==> config.mk <==
export PLATFORM = sky130hd
export DESIGN_NAME = rcf_core
export DESIGN_NICKNAME = d
export VERILOG_FILES = /design/src/shared/rcf_pkg.sv /design/src/logic/rcf_alarm_match.sv /design/src/logic/rcf_core.sv
export SDC_FILE = /design/constraint.sdc
export NUM_CORES = 1
export LEC_CHECK = 0
export ABC_AREA = 1
export BUFFER_PORTS_ARGS = -buffer_cell sky130_fd_sc_hd__buf_2
export CORE_MARGIN = 2
export CORE_UTILIZATION = 49
export DETAILED_ROUTE_END_ITERATION = 7
export GPL_TIMING_DRIVEN = 0
export PLACE_DENSITY = 0.87
export SLEW_MARGIN = 5
export SYNTH_ARGS = -nofsm -noshare
export SYNTH_HDL_FRONTEND = slang
export SYNTH_SLANG_ARGS = --single-unit
==> constraint.sdc <==
create_clock -name pclk -period 4.1 [get_ports pclk]
set_input_delay 0.205 -clock pclk [delete_from_list [all_inputs] [get_ports pclk]]
set_output_delay 0.205 -clock pclk [all_outputs]
set_load 0.02 [all_outputs]
==> src/shared/rcf_pkg.sv <==
// constants and state types for the century and status-flags register block
//
// Summary of operation
// - century held as two BCD digits, 0-99
// - power fail flag sets below switch threshold
// - flags read or power-up clears power fail
// - write-freeze release loads counters after transfer period
// - match-select 0 compares field, 1 ignores it
package rcf_pkg;

  // apb geometry: printed offsets are word indexes
  localparam int unsigned      PADDR_W     = 17;
  localparam logic [15:0]      IDX_FLAGS   = 16'h7FF0;
  localparam logic [15:0]      IDX_CENTURY = 16'h7FF1;
  localparam logic [16:0]      ADDR_FLAGS  = {1'b0, IDX_FLAGS} << 2;
  localparam logic [16:0]      ADDR_CENT   = {1'b0, IDX_CENTURY} << 2;

  // status-flags field positions
  localparam int unsigned      FLG_WDOG    = 7;
  localparam int unsigned      FLG_ALARM   = 6;
  localparam int unsigned      FLG_PWRFAIL = 5;
  localparam int unsigned      FLG_OSCFAIL = 4;
  localparam int unsigned      FLG_CAL     = 2;
  localparam int unsigned      FLG_WFRZ    = 1;
  localparam int unsigned      FLG_RFRZ    = 0;

  // reset values
  localparam logic [7:0]       CENTURY_RST = 8'h00;
  localparam logic             CTRL_RST    = 1'b0;

  // alarm field layout
  localparam int unsigned      ALM_MSEL    = 7;

  // timing: rtc_transfer_period, least time, rounded up to cycles
  localparam int unsigned      CLK_NS      = 10;
  localparam int unsigned      RTC_XFER_NS = 1000;
  localparam int unsigned      XFER_CYC    = (RTC_XFER_NS + CLK_NS - 1) / CLK_NS;
  localparam int unsigned      XFER_W      = 8;

  // whole registered state of the core
  typedef struct packed {
    logic [7:0]        century;
    logic              watchdog_fired_flag;
    logic              alarm_hit_flag;
    logic              power_fail_flag;
    logic              osc_failure_flag;
    logic              cal_out_en;
    logic              write_freeze;
    logic              read_freeze;
    logic [XFER_W-1:0] xfer_cnt;
    logic              xfer_busy;
    logic              xfer_done;
    logic [31:0]       prdata;
  } rcf_state_s;

endpackage

==> src/logic/rcf_alarm_match.sv <==
// alarm comparator: seconds, minutes and hours with per-field match-select
module rcf_alarm_match
  import rcf_pkg::*;
(
  input  wire logic [7:0] alarm_sec,
  input  wire logic [7:0] alarm_min,
  input  wire logic [7:0] alarm_hour,
  input  wire logic [6:0] now_sec,
  input  wire logic [6:0] now_min,
  input  wire logic [6:0] now_hour,
  output logic            match
);

  // a field hits when ignored or when its bcd value is equal
  function automatic logic field_hit(input logic [7:0] alm, input logic [6:0] now);
    field_hit = alm[ALM_MSEL] | (alm[6:0] == now);
  endfunction

  // all fields must hit; all ignored gives a match every tick
  always_comb begin
    match = field_hit(alarm_sec, now_sec)
          & field_hit(alarm_min, now_min)
          & field_hit(alarm_hour, now_hour);
  end

endmodule

==> src/logic/rcf_core.sv <==
// century and status-flags register block behind an apb slave
module rcf_core
  import rcf_pkg::*;
(
  input  wire logic               pclk,
  input  wire logic               presetn,
  // apb slave
  input  wire logic               psel,
  input  wire logic               penable,
  input  wire logic               pwrite,
  input  wire logic [PADDR_W-1:0] paddr,
  input  wire logic [31:0]        pwdata,
  input  wire logic [3:0]         pstrb,
  output logic                    pready,
  output logic [31:0]             prdata,
  output logic                    pslverr,
  // power monitor
  input  wire logic               below_switch_threshold,
  // oscillator and watchdog events
  input  wire logic               osc_fail_event,
  input  wire logic               watchdog_expired,
  // alarm registers and current time
  input  wire logic               second_tick,
  input  wire logic [7:0]         alarm_sec,
  input  wire logic [7:0]         alarm_min,
  input  wire logic [7:0]         alarm_hour,
  input  wire logic [6:0]         now_sec,
  input  wire logic [6:0]         now_min,
  input  wire logic [6:0]         now_hour,
  // year counter rollover into the century
  input  wire logic               century_carry,
  // to timekeeping counters
  output logic [7:0]              century,
  output logic                    cal_out_en,
  output logic                    write_freeze,
  output logic                    read_freeze,
  output logic                    xfer_busy,
  output logic                    base_time_load
);

  rcf_state_s q;
  rcf_state_s d;

  logic       alarm_match;
  logic       setup_ph;
  logic       access_ph;
  logic       hit_flags;
  logic       hit_cent;
  logic       wr_flags;
  logic       wr_cent;
  logic       rd_flags;
  logic [7:0] flags_view;

  // word-aligned address decode, shared by both registers
  function automatic logic addr_hit(input logic [PADDR_W-1:0] a, input logic [16:0] base);
    addr_hit = (a == base[PADDR_W-1:0]);
  endfunction

  // a byte is legal bcd when both nibbles are 0..9
  function automatic logic bcd_ok(input logic [7:0] v);
    bcd_ok = (v[3:0] <= 4'h9) && (v[7:4] <= 4'h9);
  endfunction

  // bcd increment with wrap from 99 back to 00
  function automatic logic [7:0] bcd_inc(input logic [7:0] v);
    logic [7:0] r;
    r = v;
    if (v[3:0] >= 4'h9) begin
      r[3:0] = 4'h0;
      r[7:4] = (v[7:4] >= 4'h9) ? 4'h0 : v[7:4] + 4'h1;
    end else begin
      r[3:0] = v[3:0] + 4'h1;
    end
    bcd_inc = r;
  endfunction

  rcf_alarm_match u_alarm (
    .alarm_sec  (alarm_sec),
    .alarm_min  (alarm_min),
    .alarm_hour (alarm_hour),
    .now_sec    (now_sec),
    .now_min    (now_min),
    .now_hour   (now_hour),
    .match      (alarm_match)
  );

  // apb phase and target decode
  always_comb begin
    setup_ph  = psel & ~penable;
    access_ph = psel & penable;
    hit_flags = addr_hit(paddr, ADDR_FLAGS);
    hit_cent  = addr_hit(paddr, ADDR_CENT);
    wr_flags  = access_ph & pwrite & hit_flags & pstrb[0];
    wr_cent   = access_ph & pwrite & hit_cent & pstrb[0];
    rd_flags  = access_ph & ~pwrite & hit_flags;
  end

  // flags byte as software sees it; bit 3 reads zero
  always_comb begin
    flags_view            = 8'h00;
    flags_view[FLG_WDOG]    = q.watchdog_fired_flag;
    flags_view[FLG_ALARM]   = q.alarm_hit_flag;
    flags_view[FLG_PWRFAIL] = q.power_fail_flag;
    flags_view[FLG_OSCFAIL] = q.osc_failure_flag;
    flags_view[FLG_CAL]     = q.cal_out_en;
    flags_view[FLG_WFRZ]    = q.write_freeze;
    flags_view[FLG_RFRZ]    = q.read_freeze;
  end

  // next-state logic for the whole block
  always_comb begin
    d           = q;
    d.xfer_done = 1'b0;

    // read data captured in setup so the access phase needs no wait
    if (setup_ph && !pwrite) begin
      if (hit_flags) begin
        d.prdata = {24'h000000, flags_view};
      end else if (hit_cent) begin
        d.prdata = {24'h000000, q.century};
      end else begin
        d.prdata = 32'h0000_0000;
      end
    end

    // read clears only the bits that were returned, so a flag raised
    // between setup and access is not lost unseen
    if (rd_flags) begin
      if (q.prdata[FLG_PWRFAIL]) begin
        d.power_fail_flag = 1'b0;
      end
      if (q.prdata[FLG_ALARM]) begin
        d.alarm_hit_flag = 1'b0;
      end
      if (q.prdata[FLG_WDOG]) begin
        d.watchdog_fired_flag = 1'b0;
      end
    end

    // software-writable flag bits; status bits other than osc fail ignore writes
    if (wr_flags) begin
      d.cal_out_en   = pwdata[FLG_CAL];
      d.write_freeze = pwdata[FLG_WFRZ];
      d.read_freeze  = pwdata[FLG_RFRZ];
      if (!pwdata[FLG_OSCFAIL]) begin
        d.osc_failure_flag = 1'b0;
      end
    end

    // century: host write wins over a rollover in the same cycle;
    // a non-bcd byte is dropped to keep the range 0..99
    if (wr_cent) begin
      if (bcd_ok(pwdata[7:0])) begin
        d.century = pwdata[7:0];
      end
    end else if (century_carry) begin
      d.century = bcd_inc(q.century);
    end

    // hardware events set last so that a set beats a clear
    if (below_switch_threshold) begin
      d.power_fail_flag = 1'b1;
    end
    if (second_tick && alarm_match) begin
      d.alarm_hit_flag = 1'b1;
    end
    if (watchdog_expired) begin
      d.watchdog_fired_flag = 1'b1;
    end
    if (osc_fail_event) begin
      d.osc_failure_flag = 1'b1;
    end

    // releasing write freeze starts the base-time transfer; the load
    // strobe fires once the transfer period has run out
    if (wr_flags && q.write_freeze && !pwdata[FLG_WFRZ]) begin
      d.xfer_busy = 1'b1;
      d.xfer_cnt  = XFER_W'(XFER_CYC);
    end else if (q.xfer_busy) begin
      if (q.xfer_cnt <= XFER_W'(1)) begin
        d.xfer_busy = 1'b0;
        d.xfer_done = 1'b1;
        d.xfer_cnt  = '0;
      end else begin
        d.xfer_cnt = q.xfer_cnt - XFER_W'(1);
      end
    end
  end

  // single state register; reset stands for power-up
  always_ff @(posedge pclk or negedge presetn) begin
    if (!presetn) begin
      q                     <= '0;
      q.century             <= CENTURY_RST;
      q.power_fail_flag     <= 1'b0;
      q.alarm_hit_flag      <= 1'b0;
      q.watchdog_fired_flag <= 1'b0;
      q.cal_out_en          <= CTRL_RST;
      q.write_freeze        <= CTRL_RST;
      q.read_freeze         <= CTRL_RST;
    end else begin
      q <= d;
    end
  end

  // apb answers: zero wait states, error on unmapped word
  always_comb begin
    pready  = 1'b1;
    prdata  = q.prdata;
    pslverr = access_ph & ~(hit_flags | hit_cent);
  end

  // outputs toward the counters all come from flops
  always_comb begin
    century        = q.century;
    cal_out_en     = q.cal_out_en;
    write_freeze   = q.write_freeze;
    read_freeze    = q.read_freeze;
    xfer_busy      = q.xfer_busy;
    base_time_load = q.xfer_done;
  end

endmodule

Word level (Yosys, flattened, before mapping):

Index checks and enable logic that the tools add are counted.

* output and inout bits: 47
* register bits: 57
* input bits: 108

* eq/ne operators: 7
* bitwise operators: 19
* reduce and logical (&&, ||, !) cells: 23
* $add $sub $neg: 3
* magnitude comparators: 5
* multiplexer cells: 23

Operators with widths (number)
* 2-to-1 mux 8 bit: 6
* equality test 17 bit (second input constant): 2
* equality test 7 bit: 3
* nonzero test 2 bit: 10
* 2-to-1 mux 4 bit: 4
* bitwise AND 1 bit: 12
* 2-to-1 mux 10 bit: 1
* AND reduction 2 bit: 5
* 2-to-1 mux 1 bit: 9
* 2-to-1 mux 9 bit: 1
* adder 4 x 1 -> 4 bit (second input constant): 2
* greater-or-equal comparator 4 bit (second input constant): 2
* <= comparator 4 bit (second input constant): 2
* <= comparator 8 x 1 -> 1 bit (second input constant): 1
* subtractor 8 x 1 -> 8 bit (second input constant): 1
* logical AND 1 bit: 5
* inequality test 2 x 1 -> 1 bit (second input constant): 2
* OR 1 bit: 4
* 2-to-1 mux 3 bit: 1
* inverter 1 bit: 3
* AND reduction 3 bit: 1
* zero test 1 bit: 2
* 2-to-1 mux 2 bit: 1

Depth between registers and ports, before layout:

* word-level depth: 7
* mapped depth: 10
* gate-level depth less buffers: 10

Modules after synthesis:

A second synthesis with hierarchy kept.

* cell total of the unflattened synthesis: 437
* area, all modules: 2900.3 um2

By module, submodules not included
* rcf_core: seq. area each 825.8 um2, times used 1, area an instance 2533.7 um2, cells an instance 357
* rcf_alarm_match: seq. area each 0.0 um2, times used 1, area an instance 366.6 um2, cells an instance 80

Least setup slack after synthesis:

No wires, ideal clock.

* path type: reg2reg
* start: register q[34] (netlist name)
* end: register q[41] (netlist name)
* period minus slack after synthesis: 1.411 ns
* path slack: 2.689 ns
* data arrival time: 1.348 ns
* cell stages (with the launch flop): 10
* cell sequence: dfrtp_1 -> inv_1 -> ha_1 -> o21ai_0 -> nor2_1 -> nor2_1 -> nand3_1 -> nand2_1 -> nand2_1 -> inv_1

* word-level cells in the longest chain between the ends: 4
* elaborated cells between the ends (all ways): 5
* those cells by class: add/sub (1); order compare (1); mux (3)

Ends and longest elaborated chain
* from (decl): RTL line rcf_core.sv:41 `rcf_state_s q;`
* subtractor 8 x 1 -> 8 bit or <= comparator 8 x 1 -> 1 bit (tied branches): RTL line rcf_core.sv:185, rcf_core.sv:180
* 2-to-1 mux 8 bit (*): RTL line rcf_core.sv:180 `if (q.xfer_cnt <= XFER_W'(1)) begin`
* 2-to-1 mux 10 bit (*): RTL line rcf_core.sv:179 `end else if (q.xfer_busy) begin`
* 2-to-1 mux 9 bit (*): RTL line rcf_core.sv:176 `if (wr_flags && q.write_freeze && !pwdata[FLG_WFRZ]) begin`

Mark *: on every way between the ends. The rest lies on a longest branch, timed or not. The select of a mux whose other input is x is not followed.
A chain may end at the register's enable or synchronous reset.

Final worst setup path:

* start: register q[34] (netlist name)
* end: register q[34] (netlist name)

Same word-level chain as after synthesis.

==> impl_metrics.toml <==
[run_status]
status = "completed"

[yosys]
synthCells = 399
yosys_warnings = 0
ys.flop_type = "dfrtp_1"
ys_async_sr_fraction = 1.00
synth_area_leaders = "dfrtp_1 (30%), nand2_1 (11%), buf_4 (11%)"
synth_cell_type_count = 34
seq_area_frac_synth = 0.297
synth_top_cell_area_share = 0.297
syn_area_um2 = 2780
synth_top_cell_by_area = "dfrtp_1"
synth_edf_count = 0
syn_avg_cell_area_um2 = 6.97
ys_ff_latch = 33

[setup_path]
cp_cell_sequence = "inv_1 -> ha_1 -> o21ai_0 -> nor2_1 -> nor2_1 -> nand2_1 -> o21ai_0 -> nand2_1 -> inv_1"
critical_path.max_stage_delay_ns = 0.38
r2r_start = "q[34]"
r2r_setup_slack_ns = 2.40
end_kind = "flip-flop"
reg2reg_depth = 9
cp.required_ns = 4.33
critPathMaxFanout = 7
cp.arrival_ns = 1.93
cp-start-kind = "flip-flop"
cp_slowest_cell = "nor2_1"
crit_type = "flip-flop to flip-flop"
r2r-end = "q[34]"

[clock_network]
cts.path.max_buffers = 2
cts_buffers = 5
clock_latency_ns = 0.29
htree_levels = 2
cts_tree = "done"
cts-root-buf = "clkbuf_8"
clock_sinks = 33
clk_pin_slew_worst_paths_ns = 0.07

[final_layout]
fill_cells = 527
n_antenna_cell = 0
multi_input_area_um2 = 1480
area_growth_syn_to_layout_pct = 29.2
fin_nets = 648
drive_gt1_frac = 0.321
regArea_um2 = 826

[timing]
setup_viol = 0
fin_setup_tns_ns = 0
post-route-min-period_ns = 1.70
period_share = 0.416
rsz0062_at_grt = "false"
hold_viol_final = 0
slew_headroom = 0.517
worst_pin_slew_ns = 0.724
finClkSkew_ns = 0.00396
timing.final.ws_setup_ns = 2.40
slew_viol_final = 0
clock.fmax_mhz = 587

[global_routing]
grt_usage = 0.238
grt_pass1_wl_um = 12000
gr-total-overflow = 0
grt_start_max_net_pins = 34
antenna_found_initial = 0
grt_pass1_vias = 2814

[job]
drv_cap = 0

[detailed_routing]
drc = 0
routed_wl_um = 7130
first_pass_iters = 4
wl_per_cell_um = 11.8
dr.first_iter.drc_count = 161
antenna_left = 0
dr_total_vias = 2907
vias_per_cell = 4.80

[worst_hold_path]
min_path_type = "input port to flip-flop"
holdPathEnd = "flags_view[5]"
holdPathStages = 3
min_from = "below_switch_threshold"

[floorplan]
pin_count = 155
core-area_um2 = 5510
die_h_um = 79.3
start_util = 0.505
die-area_um2 = 6290
die_x_um = 79.3
std_cell_rows = 27

[pwr]
powerDensity_nw_per_um2 = 387
p_leak_nw = 2.01
ir_drop_mv = 0.189

[place]
gp_congestion = 0.854
pre_cts_slack_ns = 2.46
io_buffer_count = 102
dp_hpwl_um = 5810
## synthesized netlist by cell type, types with 3 or more instances
cell type	instances
nand3_2	4
nand2_2	3
nand2_1	85
nor2_1	50
o21ai_0	10
xor2_1	11
nand4_1	11
inv_1	50
nand3_1	42
a31oi_1	8
nor2_2	3
ha_1	8
dfrtp_1	33
buf_4	41
xnor2_1	12
## cell families after synthesis
| family | synth area share |
|---|---|
| AND/OR/NAND/NOR | 0.334 |
| other | 0.00270 |
| adder cells (fa/ha/maj) | 0.0360 |
| AO/OA/AOI/OAI | 0.0576 |
| flip-flops | 0.297 |
| buffers and inverters | 0.201 |
| XOR/XNOR | 0.0724 |
## worst max-delay path, delay by kind of cell (launching register included)
kind                     cells  cell delay, ns
AND/OR/NAND/NOR              4            0.65
flip-flops                   1            0.35
adder cells (fa/ha/maj)      1            0.26
AO/OA/AOI/OAI                2            0.25
buffers and inverters        2            0.13
## sequential cells by signal, indices dropped and copies added (netlist names)
signal          flops
base_time_load      1
prdata              8
read_freeze         1
century             8
xfer_busy           1
write_freeze        1
q                   8
cal_out_en          1
flags_view          4
## worst max-delay path by stage
| stage | slack (ns) | endpoint | start | cells after the start |
|---|---|---|---|---|
| 3_3_place_gp | 2.49 | q[41] | q[34] | 9 |
| 3_5_place_dp | 2.46 | q[34] | q[34] | 9 |
| 6_report | 2.40 | q[34] | q[34] | 9 |
| 5_1_grt | 2.18 | q[41] | q[34] | 9 |
| 4_1_cts | 2.43 | q[34] | q[34] | 9 |
| 2_1_floorplan | 2.69 | q[41] | q[34] | 9 |
## power breakdown
group	switching, W	internal (W)
combinational	0.000318	0.000266
clock	0.000119	0.000198
sequential	0.0000981	0.000392
total	0.000535	0.000856
## layer usage
layer  track usage  share of wire  up-vias
met1         0.298           0.42     1336
met3        0.0375          0.057        6
li1              -              -     1461
met5             0              0        -
met2         0.426           0.52      104
met4        0.0603         0.0091        0
## cell type report
type,instances,area share
Timing Repair Buffer,103,0.145
Sequential cell,33,0.230
Multi-Input combinational cell,289,0.413
Tap cell,72,0.0251
Clock buffer,7,0.0240
Inverter,52,0.0543
Buffer,48,0.101
Clock inverter,1,0.00835
## placed cells by master, fill, tap and decap left out, drive strengths merged, types with 2 or more instances in the layout
cell    Yosys  layout
buf        47     149
nand2      88      88
nor2       55      55
inv        52      52
nand3      46      46
dfrtp      33      33
conb        2      25
xnor2      12      12
nand4      12      12
xor2       11      11
o21ai      11      11
a31oi       8       8
ha          8       8
clkbuf      1       8
a21oi       2       2
nor3        2       2
o31ai       2       2
o211ai      2       2
## stage by stage
step	hold WS, ns	total power (W)	area, um^2	instances	util
CTS	0.104	0.00139	3590	605	0.653
global placement	0.289	0.00105	3470	596	0.630
floorplan	-0.0906	0.000898	2870	422	-
detailed placement	0.299	0.00107	3470	596	0.630
global route	0.113	0.00149	3590	605	0.653
finish	0.102	0.00139	3590	605	0.653
## what timing repair did
item / CTS / global route
gates resized for setup: 0 / 0
hold endpoints to repair: 33 / 0
hold buffers: 1 / 0
buffers inserted: 0 / 0
setup endpoints to repair: 0 / 0
No activity file was read; power rests on OpenSTA's default activity.
